`config.mk`:
```
export PLATFORM = sky130hd
export DESIGN_NAME = ubs_top
export DESIGN_NICKNAME = d
export VERILOG_FILES = /design/src/hdl/ubs_pkg.sv /design/src/hdl/ubs_top.sv
export VERILOG_INCLUDE_DIRS = /design/src /design/src/hdl
export SDC_FILE = /design/constraint.sdc
export NUM_CORES = 1
export LEC_CHECK = 0
export BUFFER_PORTS_ARGS = -buffer_cell sky130_fd_sc_hd__buf_2
export CAP_MARGIN = 20
export CORE_ASPECT_RATIO = 1.2
export CORE_UTILIZATION = 35
export CTS_BUF_LIST = sky130_fd_sc_hd__clkbuf_8
export CTS_CLUSTER_DIAMETER = 150
export DETAILED_ROUTE_END_ITERATION = 10
export PLACE_DENSITY = 0.65
export RECOVER_POWER = 50
export SLEW_MARGIN = 40
export SYNTH_ARGS = -nofsm -noshare
export SYNTH_HDL_FRONTEND = slang
export SYNTH_SLANG_ARGS = --single-unit
```
`constraint.sdc`:
```
create_clock -name hclk -period 2.95 [get_ports hclk]
set_clock_uncertainty 0.05 [all_clocks]
set_input_delay 0.59 -clock hclk [delete_from_list [all_inputs] [get_ports hclk]]
set_output_delay 0.59 -clock hclk [all_outputs]
set_load 0.05 [all_outputs]
```
`src/hdl/ubs_defines.svh`:
```
// register indices, field positions, reset values and bus codes for the boost and swap bank
`ifndef UBS_DEFINES_SVH
`define UBS_DEFINES_SVH

// register indices; byte address is four times the index
`define UBS_IDX_UP_BOOST 8'hEF
`define UBS_IDX_DN_BOOST 8'hF0
`define UBS_IDX_SWAP 8'hF1

// field positions
`define UBS_UP_BOOST_LSB 0
`define UBS_P2_BOOST_LSB 2
`define UBS_P3_BOOST_LSB 4
`define UBS_SWAP_BIT_P0 0
`define UBS_SWAP_BIT_P2 2
`define UBS_SWAP_BIT_P3 3

// writable bits of each byte; all others are reserved
`define UBS_UP_BOOST_MASK 8'h03
`define UBS_DN_BOOST_MASK 8'h3C
`define UBS_SWAP_MASK 8'h0D

// reset values: no boost, no swap
`define UBS_UP_BOOST_RST 8'h00
`define UBS_DN_BOOST_RST 8'h00
`define UBS_SWAP_RST 8'h00

// boost in percent for each level
`define UBS_PCT_NONE 4'h0
`define UBS_PCT_LOW 4'h4
`define UBS_PCT_MED 4'h8
`define UBS_PCT_HIGH 4'hC

// AHB-Lite codes
`define UBS_HTRANS_NONSEQ_BIT 1
`define UBS_HSIZE_WORD 3'h2
`define UBS_HRESP_OKAY 1'h0

`endif

```
`src/hdl/ubs_pkg.sv`:
```
// types shared by the boost and swap configuration bank
package ubs_pkg;

    // four drive-strength levels, in field-code order
    typedef enum logic [1:0] {
        UBS_BOOST_NONE,
        UBS_BOOST_LOW,
        UBS_BOOST_MED,
        UBS_BOOST_HIGH
    } ubs_boost_t;

    // one differential pair, core side or pad side
    typedef struct packed {
        logic dp;
        logic dm;
    } ubs_pair_t;

    // decoded settings of one physical port
    typedef struct packed {
        ubs_boost_t level;
        logic [3:0] pct;
        logic swap;
    } ubs_port_cfg_t;

    // port slots of this bank: 0 upstream, 1 physical port 2, 2 physical port 3
    localparam int UBS_NUM_SLOTS = 3;

endpackage

```
`src/hdl/ubs_top.sv`:
```
// boost and swap configuration bank with AHB-Lite slave, boost decode and DP/DM pin routing
//
// Implementation choice: the AHB-Lite interface to the registers.
`include "ubs_defines.svh"

// Overview of operation
// - upstream boost level comes from bits 1:0 of upstream byte; 00 means none.
// - codes 01, 10, 11 select low, medium, high boost of about 4, 8, 12 percent.
// - downstream port 3 boost level comes from bits 5:4 of downstream byte.
// - downstream port 2 boost level comes from bits 3:2 of downstream byte.
// - DP/DM roles can be swapped on upstream and downstream ports, each separately.
// - swap bit 0 routes D+ to DP pin and D- to DM pin.
// - swap bit 1 routes D+ to DM pin and D- to DP pin.
// - swap bits 3, 2, 0 control ports 3, 2, 0; bits 1 and 7:4 reserved.
module ubs_top #(
    parameter int SYNC_STAGES = 2
) (
    input wire logic hclk, // bus and core clock, 250 MHz
    input wire logic hresetn, // asynchronous reset, active low
    input wire logic hsel, // slave select
    input wire logic [31:0] haddr, // byte address
    input wire logic [1:0] htrans, // transfer type
    input wire logic hwrite, // write when high
    input wire logic [2:0] hsize, // transfer size
    input wire logic [31:0] hwdata, // write data
    input wire logic hready, // bus ready in
    output logic hreadyout, // slave ready out
    output logic hresp, // slave response
    output logic [31:0] hrdata, // read data
    input wire ubs_pkg::ubs_pair_t [2:0] core_tx, // core D+/D- drive per slot
    input wire logic [2:0] core_tx_oe, // core drives the pair per slot
    output ubs_pkg::ubs_pair_t [2:0] core_rx, // synchronised D+/D- seen at pads
    output ubs_pkg::ubs_pair_t [2:0] pad_o, // DP/DM pin output values
    output ubs_pkg::ubs_pair_t [2:0] pad_oe, // DP/DM pin output enables
    input wire ubs_pkg::ubs_pair_t [2:0] pad_i, // DP/DM pin input values
    output ubs_pkg::ubs_port_cfg_t [2:0] port_cfg // decoded boost and swap per slot
);
    import ubs_pkg::*;

    // elaboration check: the synchroniser needs two stages at least
    if (SYNC_STAGES < 2) begin : g_bad_sync
        $error("ubs_top: SYNC_STAGES must be 2 or more");
    end

    // the pad ports are three pairs wide, so the package must agree on the slot count
    if (UBS_NUM_SLOTS != 3) begin : g_bad_slots
        $error("ubs_top: UBS_NUM_SLOTS must be 3");
    end

    // configuration bytes
    logic [7:0] up_boost_r;
    logic [7:0] up_boost_nxt;
    logic [7:0] dn_boost_r;
    logic [7:0] dn_boost_nxt;
    logic [7:0] swap_r;
    logic [7:0] swap_nxt;

    // captured address phase
    logic wr_pend_r;
    logic [7:0] wr_idx_r;

    // bus answer flops
    logic hreadyout_r;
    logic hresp_r;
    logic [31:0] hrdata_r;
    logic [31:0] hrdata_nxt;

    // address phase decode
    wire addr_valid = hsel & htrans[`UBS_HTRANS_NONSEQ_BIT] & hready;
    wire addr_in_map = (haddr[31:10] == 22'h000000) && (haddr[1:0] == 2'h0);
    wire [7:0] addr_idx = haddr[9:2];
    wire take_write = addr_valid & hwrite & (hsize == `UBS_HSIZE_WORD);
    wire take_read = addr_valid & ~hwrite;

    // data phase write strobes; only whole-word writes are taken
    wire wr_up = wr_pend_r && (wr_idx_r == `UBS_IDX_UP_BOOST);
    wire wr_dn = wr_pend_r && (wr_idx_r == `UBS_IDX_DN_BOOST);
    wire wr_sw = wr_pend_r && (wr_idx_r == `UBS_IDX_SWAP);

    // reserved masked
    // masking on write keeps reserved bits zero, so reads and decode never see them
    assign up_boost_nxt = wr_up ? (hwdata[7:0] & `UBS_UP_BOOST_MASK) : up_boost_r;
    assign dn_boost_nxt = wr_dn ? (hwdata[7:0] & `UBS_DN_BOOST_MASK) : dn_boost_r;
    assign swap_nxt = wr_sw ? (hwdata[7:0] & `UBS_SWAP_MASK) : swap_r;

    // register hits of the address phase; any other place reads zero
    wire hit_up = addr_in_map && (addr_idx == `UBS_IDX_UP_BOOST);
    wire hit_dn = addr_in_map && (addr_idx == `UBS_IDX_DN_BOOST);
    wire hit_sw = addr_in_map && (addr_idx == `UBS_IDX_SWAP);

    // read data selection; uses next values so a read right after a write sees it
    logic [7:0] rd_byte;
    always_comb begin
        rd_byte = 8'h00;
        if (!addr_in_map) begin
            rd_byte = 8'h00;
        end else if (hit_up) begin
            rd_byte = up_boost_nxt;
        end else if (hit_dn) begin
            rd_byte = dn_boost_nxt;
        end else if (hit_sw) begin
            rd_byte = swap_nxt;
        end
    end

    // upper lanes always read zero; reserved bits are already zero in the bytes
    assign hrdata_nxt = take_read ? {24'h000000, rd_byte} : 32'h00000000;

    // write pending: set by a taken whole-word write, held while the bus stalls
    always_ff @(posedge hclk or negedge hresetn) begin
        if (!hresetn) begin
            wr_pend_r <= 1'b0;
        end else if (hready) begin
            wr_pend_r <= take_write & addr_in_map;
        end
    end

    // write index: decoded only in the data phase, so the address path stays short
    always_ff @(posedge hclk or negedge hresetn) begin
        if (!hresetn) begin
            wr_idx_r <= 8'h00;
        end else if (hready) begin
            wr_idx_r <= addr_idx;
        end
    end

    // upstream boost byte; resets to no boost
    always_ff @(posedge hclk or negedge hresetn) begin
        if (!hresetn) begin
            up_boost_r <= `UBS_UP_BOOST_RST;
        end else begin
            up_boost_r <= up_boost_nxt;
        end
    end

    // downstream boost byte; resets to no boost
    always_ff @(posedge hclk or negedge hresetn) begin
        if (!hresetn) begin
            dn_boost_r <= `UBS_DN_BOOST_RST;
        end else begin
            dn_boost_r <= dn_boost_nxt;
        end
    end

    // swap byte; resets with every pair straight
    always_ff @(posedge hclk or negedge hresetn) begin
        if (!hresetn) begin
            swap_r <= `UBS_SWAP_RST;
        end else begin
            swap_r <= swap_nxt;
        end
    end

    // ready: zero wait states, so it never drops, not even in reset
    always_ff @(posedge hclk or negedge hresetn) begin
        if (!hresetn) begin
            hreadyout_r <= 1'b1;
        end else begin
            hreadyout_r <= 1'b1;
        end
    end

    // response: the bank refuses nothing loudly, so it is always OKAY
    always_ff @(posedge hclk or negedge hresetn) begin
        if (!hresetn) begin
            hresp_r <= `UBS_HRESP_OKAY;
        end else begin
            hresp_r <= `UBS_HRESP_OKAY;
        end
    end

    // read data: reloaded at every address edge, zero when no read is taken
    always_ff @(posedge hclk or negedge hresetn) begin
        if (!hresetn) begin
            hrdata_r <= 32'h00000000;
        end else if (hready) begin
            hrdata_r <= hrdata_nxt;
        end
    end

    // bus outputs straight from their flops
    assign hreadyout = hreadyout_r;
    assign hresp = hresp_r;
    assign hrdata = hrdata_r;

    // raw boost fields per slot
    // slot 0 is the upstream port, slots 1 and 2 are physical ports 2 and 3
    logic [1:0] boost_code [UBS_NUM_SLOTS];
    logic swap_bit [UBS_NUM_SLOTS];

    assign boost_code[0] = up_boost_r[`UBS_UP_BOOST_LSB +: 2];
    assign boost_code[1] = dn_boost_r[`UBS_P2_BOOST_LSB +: 2];
    assign boost_code[2] = dn_boost_r[`UBS_P3_BOOST_LSB +: 2];

    assign swap_bit[0] = swap_r[`UBS_SWAP_BIT_P0];
    assign swap_bit[1] = swap_r[`UBS_SWAP_BIT_P2];
    assign swap_bit[2] = swap_r[`UBS_SWAP_BIT_P3];

    // per-slot decode, routing and pad synchronisers
    for (genvar g = 0; g < UBS_NUM_SLOTS; g++) begin : g_slot
        ubs_boost_t level;
        logic [3:0] pct;
        ubs_port_cfg_t cfg_r;
        ubs_pair_t pad_o_r;
        ubs_pair_t pad_oe_r;
        ubs_pair_t rx_r;

        // routed pairs and the receive synchroniser
        ubs_pair_t route_o;
        ubs_pair_t route_rx;
        ubs_pair_t rx_last;
        ubs_pair_t sync_r [SYNC_STAGES];

        // level decode
        // the percent figure rides beside the level for the pad trim and for software
        assign level = ubs_boost_t'(boost_code[g]);
        always_comb begin
            pct = `UBS_PCT_NONE;
            case (level)
                UBS_BOOST_NONE: pct = `UBS_PCT_NONE;
                UBS_BOOST_LOW: pct = `UBS_PCT_LOW;
                UBS_BOOST_MED: pct = `UBS_PCT_MED;
                UBS_BOOST_HIGH: pct = `UBS_PCT_HIGH;
                default: pct = `UBS_PCT_NONE;
            endcase
        end

        // crossed routing
        // transmit side: a set swap bit puts the core's D+ on the DM pin
        assign route_o.dp = swap_bit[g] ? core_tx[g].dm : core_tx[g].dp;
        assign route_o.dm = swap_bit[g] ? core_tx[g].dp : core_tx[g].dm;

        // receive side crosses back the same way, so the core always sees D+ on dp
        assign rx_last = sync_r[SYNC_STAGES-1];
        assign route_rx.dp = swap_bit[g] ? rx_last.dm : rx_last.dp;
        assign route_rx.dm = swap_bit[g] ? rx_last.dp : rx_last.dm;

        // pad input synchroniser; only the next stage reads each stage
        always_ff @(posedge hclk or negedge hresetn) begin
            if (!hresetn) begin
                for (int s = 0; s < SYNC_STAGES; s++) begin
                    sync_r[s] <= '0;
                end
            end else begin
                sync_r[0] <= pad_i[g];
                for (int s = 1; s < SYNC_STAGES; s++) begin
                    sync_r[s] <= sync_r[s-1];
                end
            end
        end

        // decoded settings; routing follows a swap change one cycle later
        always_ff @(posedge hclk or negedge hresetn) begin
            if (!hresetn) begin
                cfg_r <= '{level: UBS_BOOST_NONE, pct: `UBS_PCT_NONE, swap: 1'b0};
            end else begin
                cfg_r <= '{level: level, pct: pct, swap: swap_bit[g]};
            end
        end

        // pin values after routing
        always_ff @(posedge hclk or negedge hresetn) begin
            if (!hresetn) begin
                pad_o_r <= '0;
            end else begin
                pad_o_r <= route_o;
            end
        end

        // pin enables; the enable travels with the pair, so both pins are driven together
        always_ff @(posedge hclk or negedge hresetn) begin
            if (!hresetn) begin
                pad_oe_r <= '0;
            end else begin
                pad_oe_r <= '{dp: core_tx_oe[g], dm: core_tx_oe[g]};
            end
        end

        // receive pair after routing, one flop past the synchroniser
        always_ff @(posedge hclk or negedge hresetn) begin
            if (!hresetn) begin
                rx_r <= '0;
            end else begin
                rx_r <= route_rx;
            end
        end

        // per-slot outputs straight from their flops
        assign port_cfg[g] = cfg_r;
        assign pad_o[g] = pad_o_r;
        assign pad_oe[g] = pad_oe_r;
        assign core_rx[g] = rx_r;
    end

endmodule

```
-- Yosys cells after proc, flatten, opt, wreduce, memory -nomap -nowiden
Cells that the tools add are included.
- logic and storage cells: 100
- output and inout port bits: 73
- input bits: 89
- bits in registers: 113
- bitwise gates (word level): 7
- muxes and demuxes: 23
- equality and inequality tests: 16
- reduce and logical (&&, ||, !) cells: 12
- operator list (kind ; count):
    $mux 8 ; 8
    $eq 8x8->1 const B ; 6
    $pmux 4 s4 ; 3
    $logic_not 22->1 ; 1
    $eq 2x2->1 const B ; 6
    $mux 1 ; 12
    $logic_not 2->1 ; 4
    $logic_and 1x1->1 ; 7
    $and 1x1->1 ; 6
    $eq 2x1->1 const B ; 3
    $eq 3x2->1 const B ; 1
    $not 1->1 ; 1

-- Longest topological paths before layout
Gate-level depths: netlist (run 1).
- depth after elaboration: 8
- depth in mapped cells: 6
- mapped depth without buffers: 5

-- Worst setup path before layout (run 1)
Ideal clock, no wire load.
- kind: input-to-reg
- start: input haddr[22]
- end: register hrdata_r[2] (netlist: hrdata[2])
- stages: 6
- setup slack: 665 ps
- arrival: 2113 ps
- setup time: 122 ps
- buffers on the path: 1
- cell sequence: nor4_1 > nand4_1 > or4_1 > clkbuf_1 > or2_2 > a32o_1
- longest elaborated chain between the ends: 8
- elaborated cells between the ends (all ways): 10
- classes of those cells: mux (5); reduce/logical (5)
- ends and longest elaborated chain (element ; RTL line ; RTL):
    from (decl) ; ubs_top.sv:21 ; input wire logic [31:0] haddr,
    $logic_not 22->1 * ; ubs_top.sv:70 ; wire addr_in_map = (haddr[31:10] == 22'h000000) && (haddr[1:0] == 2'h0);
    $logic_and 1x1->1 * ; ubs_top.sv:70 ;
    $logic_and 1x1->1 ; ubs_top.sv:89 ; wire hit_sw = addr_in_map && (addr_idx == `UBS_IDX_SWAP);
    $mux 8 ; ubs_top.sv:101 ; end else if (hit_sw) begin
    $mux 8 ; ubs_top.sv:99 ; end else if (hit_dn) begin
    $mux 8 ; ubs_top.sv:97 ; end else if (hit_up) begin
    $mux 8 * ; ubs_top.sv:95 ; if (!addr_in_map) begin
    $mux 8 * ; ubs_top.sv:107 ; assign hrdata_nxt = take_read ? {24'h000000, rd_byte} : 32'h00000000;
    to (signal assigned) ; ubs_top.sv:177 ; hrdata_r <= hrdata_nxt;
    to (decl) ; ubs_top.sv:65 ; logic [31:0] hrdata_r;
Every way passes the cells marked *; elsewhere a longest branch is shown, timed or not.
A chain may end at the register's enable or synchronous reset.

-- Final worst setup path (run 1)
- start: register wr_idx_r[1]
- end: register hrdata_r[5] (netlist: hrdata[5])
- elaborated cells between the ends (all ways): 14
- classes of those cells: eq/ne (3); mux (8); reduce/logical (3)
- RTL lines (element ; RTL line ; RTL):
    from (decl) ; ubs_top.sv:60 ; logic [7:0] wr_idx_r;
    from (signal assigned) ; ubs_top.sv:123 ; wr_idx_r <= addr_idx;
    $eq 8x8->1 (no line) ; - ;
    $logic_and 1x1->1 ; ubs_top.sv:77 ; wire wr_dn = wr_pend_r && (wr_idx_r == `UBS_IDX_DN_BOOST);
    $mux 8 ; ubs_top.sv:83 ; assign dn_boost_nxt = wr_dn ? (hwdata[7:0] & `UBS_DN_BOOST_MASK) : dn_boost_r;
    net dn_boost_nxt[5] ; ubs_top.sv:54 ; logic [7:0] dn_boost_nxt;
    $mux 8 ; ubs_top.sv:99 ;
    $mux 8 ; ubs_top.sv:97 ;
    $mux 8 ; ubs_top.sv:95 ;
    $mux 8 ; ubs_top.sv:107 ;
The timed path passes the listed nets, and every way through them passes these cells.

==> results of run 1 <==
-- worst paths after layout --
path,end,slack (ns),cells after the start,startpoint
setup / recovery,hrdata[5],0.47,5,wr_idx_r[1]
hold / removal,g_slot[1].sync_r[2],0.29,1,pad_i[2]
setup reg to reg,hrdata[5],0.47,5,wr_idx_r[1]
hold reg to reg,g_slot[2].rx_last[0],0.30,0,g_slot[2].sync_r[2]
max in group asynchronous,port_cfg[19],0.94,1,hresetn
min in group asynchronous,port_cfg[17],0.74,1,hresetn
-- sequential cells by signal (all words and copies together), names as in the netlist --
signal	count
g_slot.rx_last	6
core_rx	6
swap_r	8
hrdata	8
dn_boost_r	8
pad_o	6
up_boost_r	8
pad_oe	3
g_slot.sync_r	6
wr_idx_r	8
port_cfg	15
wr_pend_r	1
-- Yosys cell counts (2+ instances only) --
cell type,instances
dfrtp_1,83
buf_4,35
mux2_2,27
nor4_1,9
o21ai_0,9
clkbuf_1,7
nor2b_1,7
o2bb2ai_1,7
a221oi_1,6
and2_1,5
nand4_1,5
nor2_1,4
nor3_1,4
and2b_1,3
inv_1,3
nand2_1,3
buf_2,2
conb_1,2
nand3b_1,2
or3_1,2
-- power by group --
group	internal (W)	switching [W]	total (W)
combinational	0.0000710	0.000220	0.000291
sequential	0.00117	0.0000190	0.00119
clock	0.000328	0.000402	0.000730
total	0.00157	0.000641	0.00222
-- critical path, stage by stage (launching register included) --
cell	delay [ns]
dfrtp_1	0.40
or4b_4	0.57
nor3_1	0.42
mux2_2	0.41
a221oi_1	0.38
o2bb2ai_1	0.14
-- final cells by class --
type / instances / area, µm²
inverters: 3 / 11.3
flip-flops and latches: 83 / 2080
clock inverters: 6 / 40.0
multi-input cells: 141 / 986
fillers: 875 / 5150
repair buffers: 105 / 533
well taps: 120 / 150
clock buffers: 10 / 138
-- kinds of logic after synthesis --
logic type             Yosys count  share of synthesized area (%)
flip-flops                      83                           63.4
AND/OR/NAND/NOR                 55                           10.8
XOR/XNOR                         1                          0.267
AO/OA/AOI/OAI                   25                           5.62
other                            2                          0.229
multiplexers                    28                           9.74
buffers and inverters           49                           9.93
-- stage by stage --
stage	util [%]	hold WS, ns	cell area, µm²	cells
3_5_place_dp	41.4	0.286	3760	452
2_1_floorplan	-	0.244	3390	273
5_1_grt	43.3	0.269	3940	468
6_report	43.3	0.290	3940	468
4_1_cts	43.4	0.252	3940	468
3_3_place_gp	41.4	0.285	3760	452
-- layer usage --
metal / GRT usage [%] / routed length [µm] / part of all wire [%] / vias up
met4: 4.72 / 108 / 1.8 / 0
li1: - / - / - / 987
met2: 20.7 / 2970 / 48 / 90
met3: 4.29 / 369 / 6.0 / 9
met1: 16.0 / 2670 / 44 / 1033
met5: 0 / 0 / 0 / -
==> flow_summary.yaml, run 1 <==
run_status:
  status: "finished with violations"
  violations: "max-capacitance violations, max-slew violations"
min_path:
  hold_class: "primary input to flop"
critical_path:
  worstPathMaxFanout: 4
  startpoint_type: "flop"
  cp-end-kind: "flop"
  path_class: "flop to flop"
  crit_required_ns: 3.12
  cp.arrival_ns: 2.66
cells_and_area:
  final_cell_mix: "buf_2, dfrtp_1, conb_1"
  area_growth_pct: 20.1
  nets: 432
  mostFrequentLayoutCell: "buf_2"
  antenna_cells: 0
  layout-drive-gt1-share_pct: 44.5
sta:
  finalSetupTns_ns: 0
  rsz0062_at_grt: "false"
  setup_slack_ns: 0.466
  slew_viol_final: 84
  hold_viol: 0
  setup_viol: 0
  worst_slew_pin_slew_ns: 1.98
  fmax_mhz: 403
  post-route-period-util_pct: 84.2
  finalCriticalPeriod_ns: 2.48
  relSlewSlack_pct: -31.9
logic_synthesis:
  syn_area_um2: 3280
  yosys.area.top_type: "dfrtp_1"
  synth.distinct_cells: 38
  yosysTopAreaCellShare_pct: 63.4
  synthCells: 243
  netlist_top_cells_area: "dfrtp_1, mux2_2, buf_4, o2bb2ai_1, nor4_1"
  ys_seq_elements: 83
  avgSynthCellArea_um2: 13.5
  async_flop_share_pct: 100
  ys_warn_count: 0
  synth-edff-count: 0
  seq_area_frac_synth_pct: 63.4
  ys.flop_type: "dfrtp_1"
floorplanning:
  die_w_um: 90.3
  die_area_um2: 9750
  die_y_um: 108
  fp.coreArea_um2: 9080
  start_util_pct: 36.1
  std_cell_rows: 38
  ios: 162
detailed_routing:
  route.detailed.drc: 0
  vias: 2119
  dr.pass1.iters: 4
  drt_wl_total_um: 6120
  wire_per_inst_um: 13.1
  vias_per_cell: 4.53
  drtIter0Drc: 96
  antenna_left: 0
clocking:
  clkSinkCount: 83
  htreeDepth: 3
  post_cts_resized: 0
  root_buffer: "clkbuf_8"
  hold_buffers: 0
  cts_setup_buffers: 0
  cts.clk_slew.worst_paths_ns: 0.08
  insertion_delay_ns: 0.35
  cts_buffers: 9
  cts_tree: "built"
  cts_max_path_buffers: 2
grt:
  grt_overflow: 0
  grt_max_degree: 84
  grt_pass1_vias: 2007
  antenna_found_initial: 0
  track_usage_pct: 12.8
  grt_pass1_wl_um: 9700
power:
  ir_worst_vdd_v: 0.000181
  total_power_w: 0.00222
  p_per_area_nw_per_um2: 563
  leakage_nw: 1.99
job:
  drv_cap: 1
place:
  hpwl_um: 4470
  dp_slack_ns: 0.370
  numPortBuffers: 102
  gp_congestion: 0.725
No activity file was read; power rests on OpenSTA's default activity.
==> inputs of run 2 (changes only) <==
--- a/config.mk
+++ b/config.mk
@@ -6,6 +6,7 @@
 export SDC_FILE = /design/constraint.sdc
 export NUM_CORES = 1
 export LEC_CHECK = 0
+export ABC_AREA = 1
 export BUFFER_PORTS_ARGS = -buffer_cell sky130_fd_sc_hd__buf_2
 export CAP_MARGIN = 20
 export CORE_ASPECT_RATIO = 1.2
@@ -13,7 +14,7 @@
 export CTS_BUF_LIST = sky130_fd_sc_hd__clkbuf_8
 export CTS_CLUSTER_DIAMETER = 150
 export DETAILED_ROUTE_END_ITERATION = 10
-export PLACE_DENSITY = 0.65
+export PLACE_DENSITY = 0.67
 export RECOVER_POWER = 50
 export SLEW_MARGIN = 40
 export SYNTH_ARGS = -nofsm -noshare
==> constraint.sdc (replaced) <==
create_clock -name hclk -period 2.2 [get_ports hclk]
set_clock_uncertainty 0.05 [all_clocks]
set_input_delay 0.44 -clock hclk [delete_from_list [all_inputs] [get_ports hclk]]
set_output_delay 0.44 -clock hclk [all_outputs]
set_load 0.05 [all_outputs]
==> flow_summary.yaml, run 2 <==
logic_synthesis:
  syn_area_um2: 3420
  seq_area_frac_synth_pct: 60.7
  synth-edff-count: 0
  ys.flop_type: "dfrtp_1"
  yosysMostFrequentCell: "nand2_1"
  yosysTopAreaCellShare_pct: 60.7
  synth.distinct_cells: 24
  ys_warn_count: 0
  ys_seq_elements: 83
  synthCells: 369
  synth_common_cells: "nand2_1, dfrtp_1, nor2_1"
  netlist_top_cells_area: "dfrtp_1, nand2_1, buf_4, nor2_1, inv_1"
  avgSynthCellArea_um2: 9.27
  async_flop_share_pct: 100
  yosys.area.top_type: "dfrtp_1"
critical_path:
  cpMaxStageDelayCell: "nor2_1"
  cp.arrival_ns: 1.90
  cp_slowest_stage_delay_ns: 0.41
  path_class: "flop to flop"
  startpoint_type: "flop"
  cp.depth: 10
  crit_buf_inv: 1
  cpLargestDelayFamily: "simple AND/OR/NAND/NOR gates"
  crit_path_cell_trace: "nand2_1 > nor2_2 > inv_1 > nor2_1 > nand2_1 > nand2_1 > nand2_1 > nand3_1 > nand2_1 > nand2_1"
  cp-end-kind: "flop"
  cp_common_cell: "nand2_1"
  crit_required_ns: 2.43
  worstPathMaxFanout: 7
  reg2regPathDepth: 10
power:
  switchingPower_w: 0.000817
  ir_worst_vdd_v: 0.000301
  p_per_area_nw_per_um2: 781
  pwr-share-seq_pct: 48.7
  share_comb_of_total_power_pct: 10.6
  p_sw_share_pct: 25.2
  pwr-share-clk_pct: 40.6
  leakage_nw: 2.18
  internal_power_w: 0.00242
detailed_routing:
  wire_per_inst_um: 10.4
  drt_wl_total_um: 6190
  antenna_left: 0
  vias_per_cell: 4.12
  vias: 2449
  route.detailed.drc: 0
  drtIter0Drc: 104
  dr.pass1.iters: 4
cells_and_area:
  area_growth_pct: 21.3
  largest_reg_flops: 15
  antenna_cells: 0
  final_cell_mix: "buf_2, nand2_1, dfrtp_1"
  mostFrequentLayoutCell: "buf_2"
  nets: 556
  layout-drive-gt1-share_pct: 28.4
place:
  gp_congestion: 0.795
  numPortBuffers: 102
  hpwl_um: 4550
grt:
  grt_overflow: 0
  grt_pass1_vias: 2425
  grt_max_degree: 56
  track_usage_pct: 13.3
  grt_pass1_wl_um: 10500
  antenna_found_initial: 0
clocking:
  clkSinkCount: 83
  htreeDepth: 3
  cts_buffers: 9
  insertion_delay_ns: 0.34
  cts.clk_slew.worst_paths_ns: 0.08
  root_buffer: "clkbuf_8"
  cts_tree: "built"
  cts_max_path_buffers: 2
floorplanning:
  die_area_um2: 10200
  std_cell_rows: 39
  fp.coreArea_um2: 9520
  die_y_um: 110
  start_util_pct: 36.0
  die_w_um: 92.3
  ios: 162
sta:
  finalSetupTns_ns: 0
  slew_viol_final: 0
  setup_viol: 0
  rsz0062_at_grt: "false"
  relSlewSlack_pct: 54.1
  hold_viol: 0
  finalCriticalPeriod_ns: 1.67
  fin_worst_hold_slack_ns: 0.144
  fmax_mhz: 598
  post-route-period-util_pct: 76.0
  worst_slew_pin_slew_ns: 0.688
min_path:
  hold_class: "primary input to flop"
  min_path_cells: 1
job:
  drv_cap: 0
run_status:
  status: "completed"
==> run 2: layer usage <==
metal	vias up	GRT usage, %	part of all wire [%]
met3	9	3.22	5.9
met5	-	0	0
li1	1249	-	-
met2	91	24.4	51
met4	0	5.58	1.7
met1	1100	14.7	41
==> run 2: worst paths after layout <==
path                                startpoint                    to  slack, ns
max                                wr_idx_r[6]             hrdata[2]       0.53
min                                   pad_i[3]   g_slot[1].sync_r[3]       0.14
max reg2reg                        wr_idx_r[6]             hrdata[2]       0.53
min reg2reg                g_slot[1].sync_r[2]  g_slot[1].rx_last[0]       0.30
max in group asynchronous              hresetn             hrdata[2]       0.76
min in group asynchronous              hresetn            core_rx[3]       0.62
==> run 2: area by class of cell <==
class | instances | area, µm²
clock buffers | 10 | 138
clock inverters | 6 | 113
fillers | 951 | 5370
inverters | 35 | 131
multi-input cells | 234 | 997
flip-flops and latches | 83 | 2080
well taps | 123 | 154
repair buffers | 104 | 539
==> run 2: cells by family (layout without fill, tap and decap cells) <==
logic type	after synthesis	in the layout	synth area share [%]
compound gates	22	22	3.26
buf+inv	82	155	13.1
flops	83	83	60.7
other cells	2	32	0.220
simple gates	180	180	22.8
==> run 2: per-stage QoR <==
step / util (%) / area (µm²) / std cells / total power (W) / setup WS, ns
detailed placement: 41.0 / 3910 / 578 / 0.00196 / 0.424
CTS: 43.8 / 4170 / 595 / 0.00328 / 0.644
floorplan: - / 3530 / 399 / 0.00189 / 0.698
global placement: 41.0 / 3910 / 578 / 0.00195 / 0.434
global route: 43.6 / 4150 / 595 / 0.00337 / 0.307
finish: 43.6 / 4150 / 595 / 0.00324 / 0.527
==> run 2: power groups by stage <==
stage	registers [W]	clock network [W]	logic, W
final	0.00158	0.00132	0.000344
after detailed placement	0.00161	0	0.000347
after floorplan	0.00166	0	0.000225
after global placement	0.00161	0	0.000342
after CTS	0.00158	0.00135	0.000349
after global routing	0.00158	0.00142	0.000372
==> run 2: repair_timing <==
| action | 4_1_cts | 5_1_grt |
|---|---|---|
| hold buffers | 1 | 0 |
| gates resized for setup | 0 | 0 |
| setup buffers | 0 | 0 |
| endpoints found under the hold margin | 28 | 0 |
==> run 2: worst reg2reg max path, stage by stage, from the launching register on <==
cell and delay [ns]:
dfrtp_1 0.36, nand2_1 0.09, nor2_2 0.18, inv_1 0.06, nor2_1 0.41, nand2_1 0.10
nand2_1 0.09, nand2_1 0.05, nand3_1 0.11, nand2_1 0.06, nand2_1 0.05
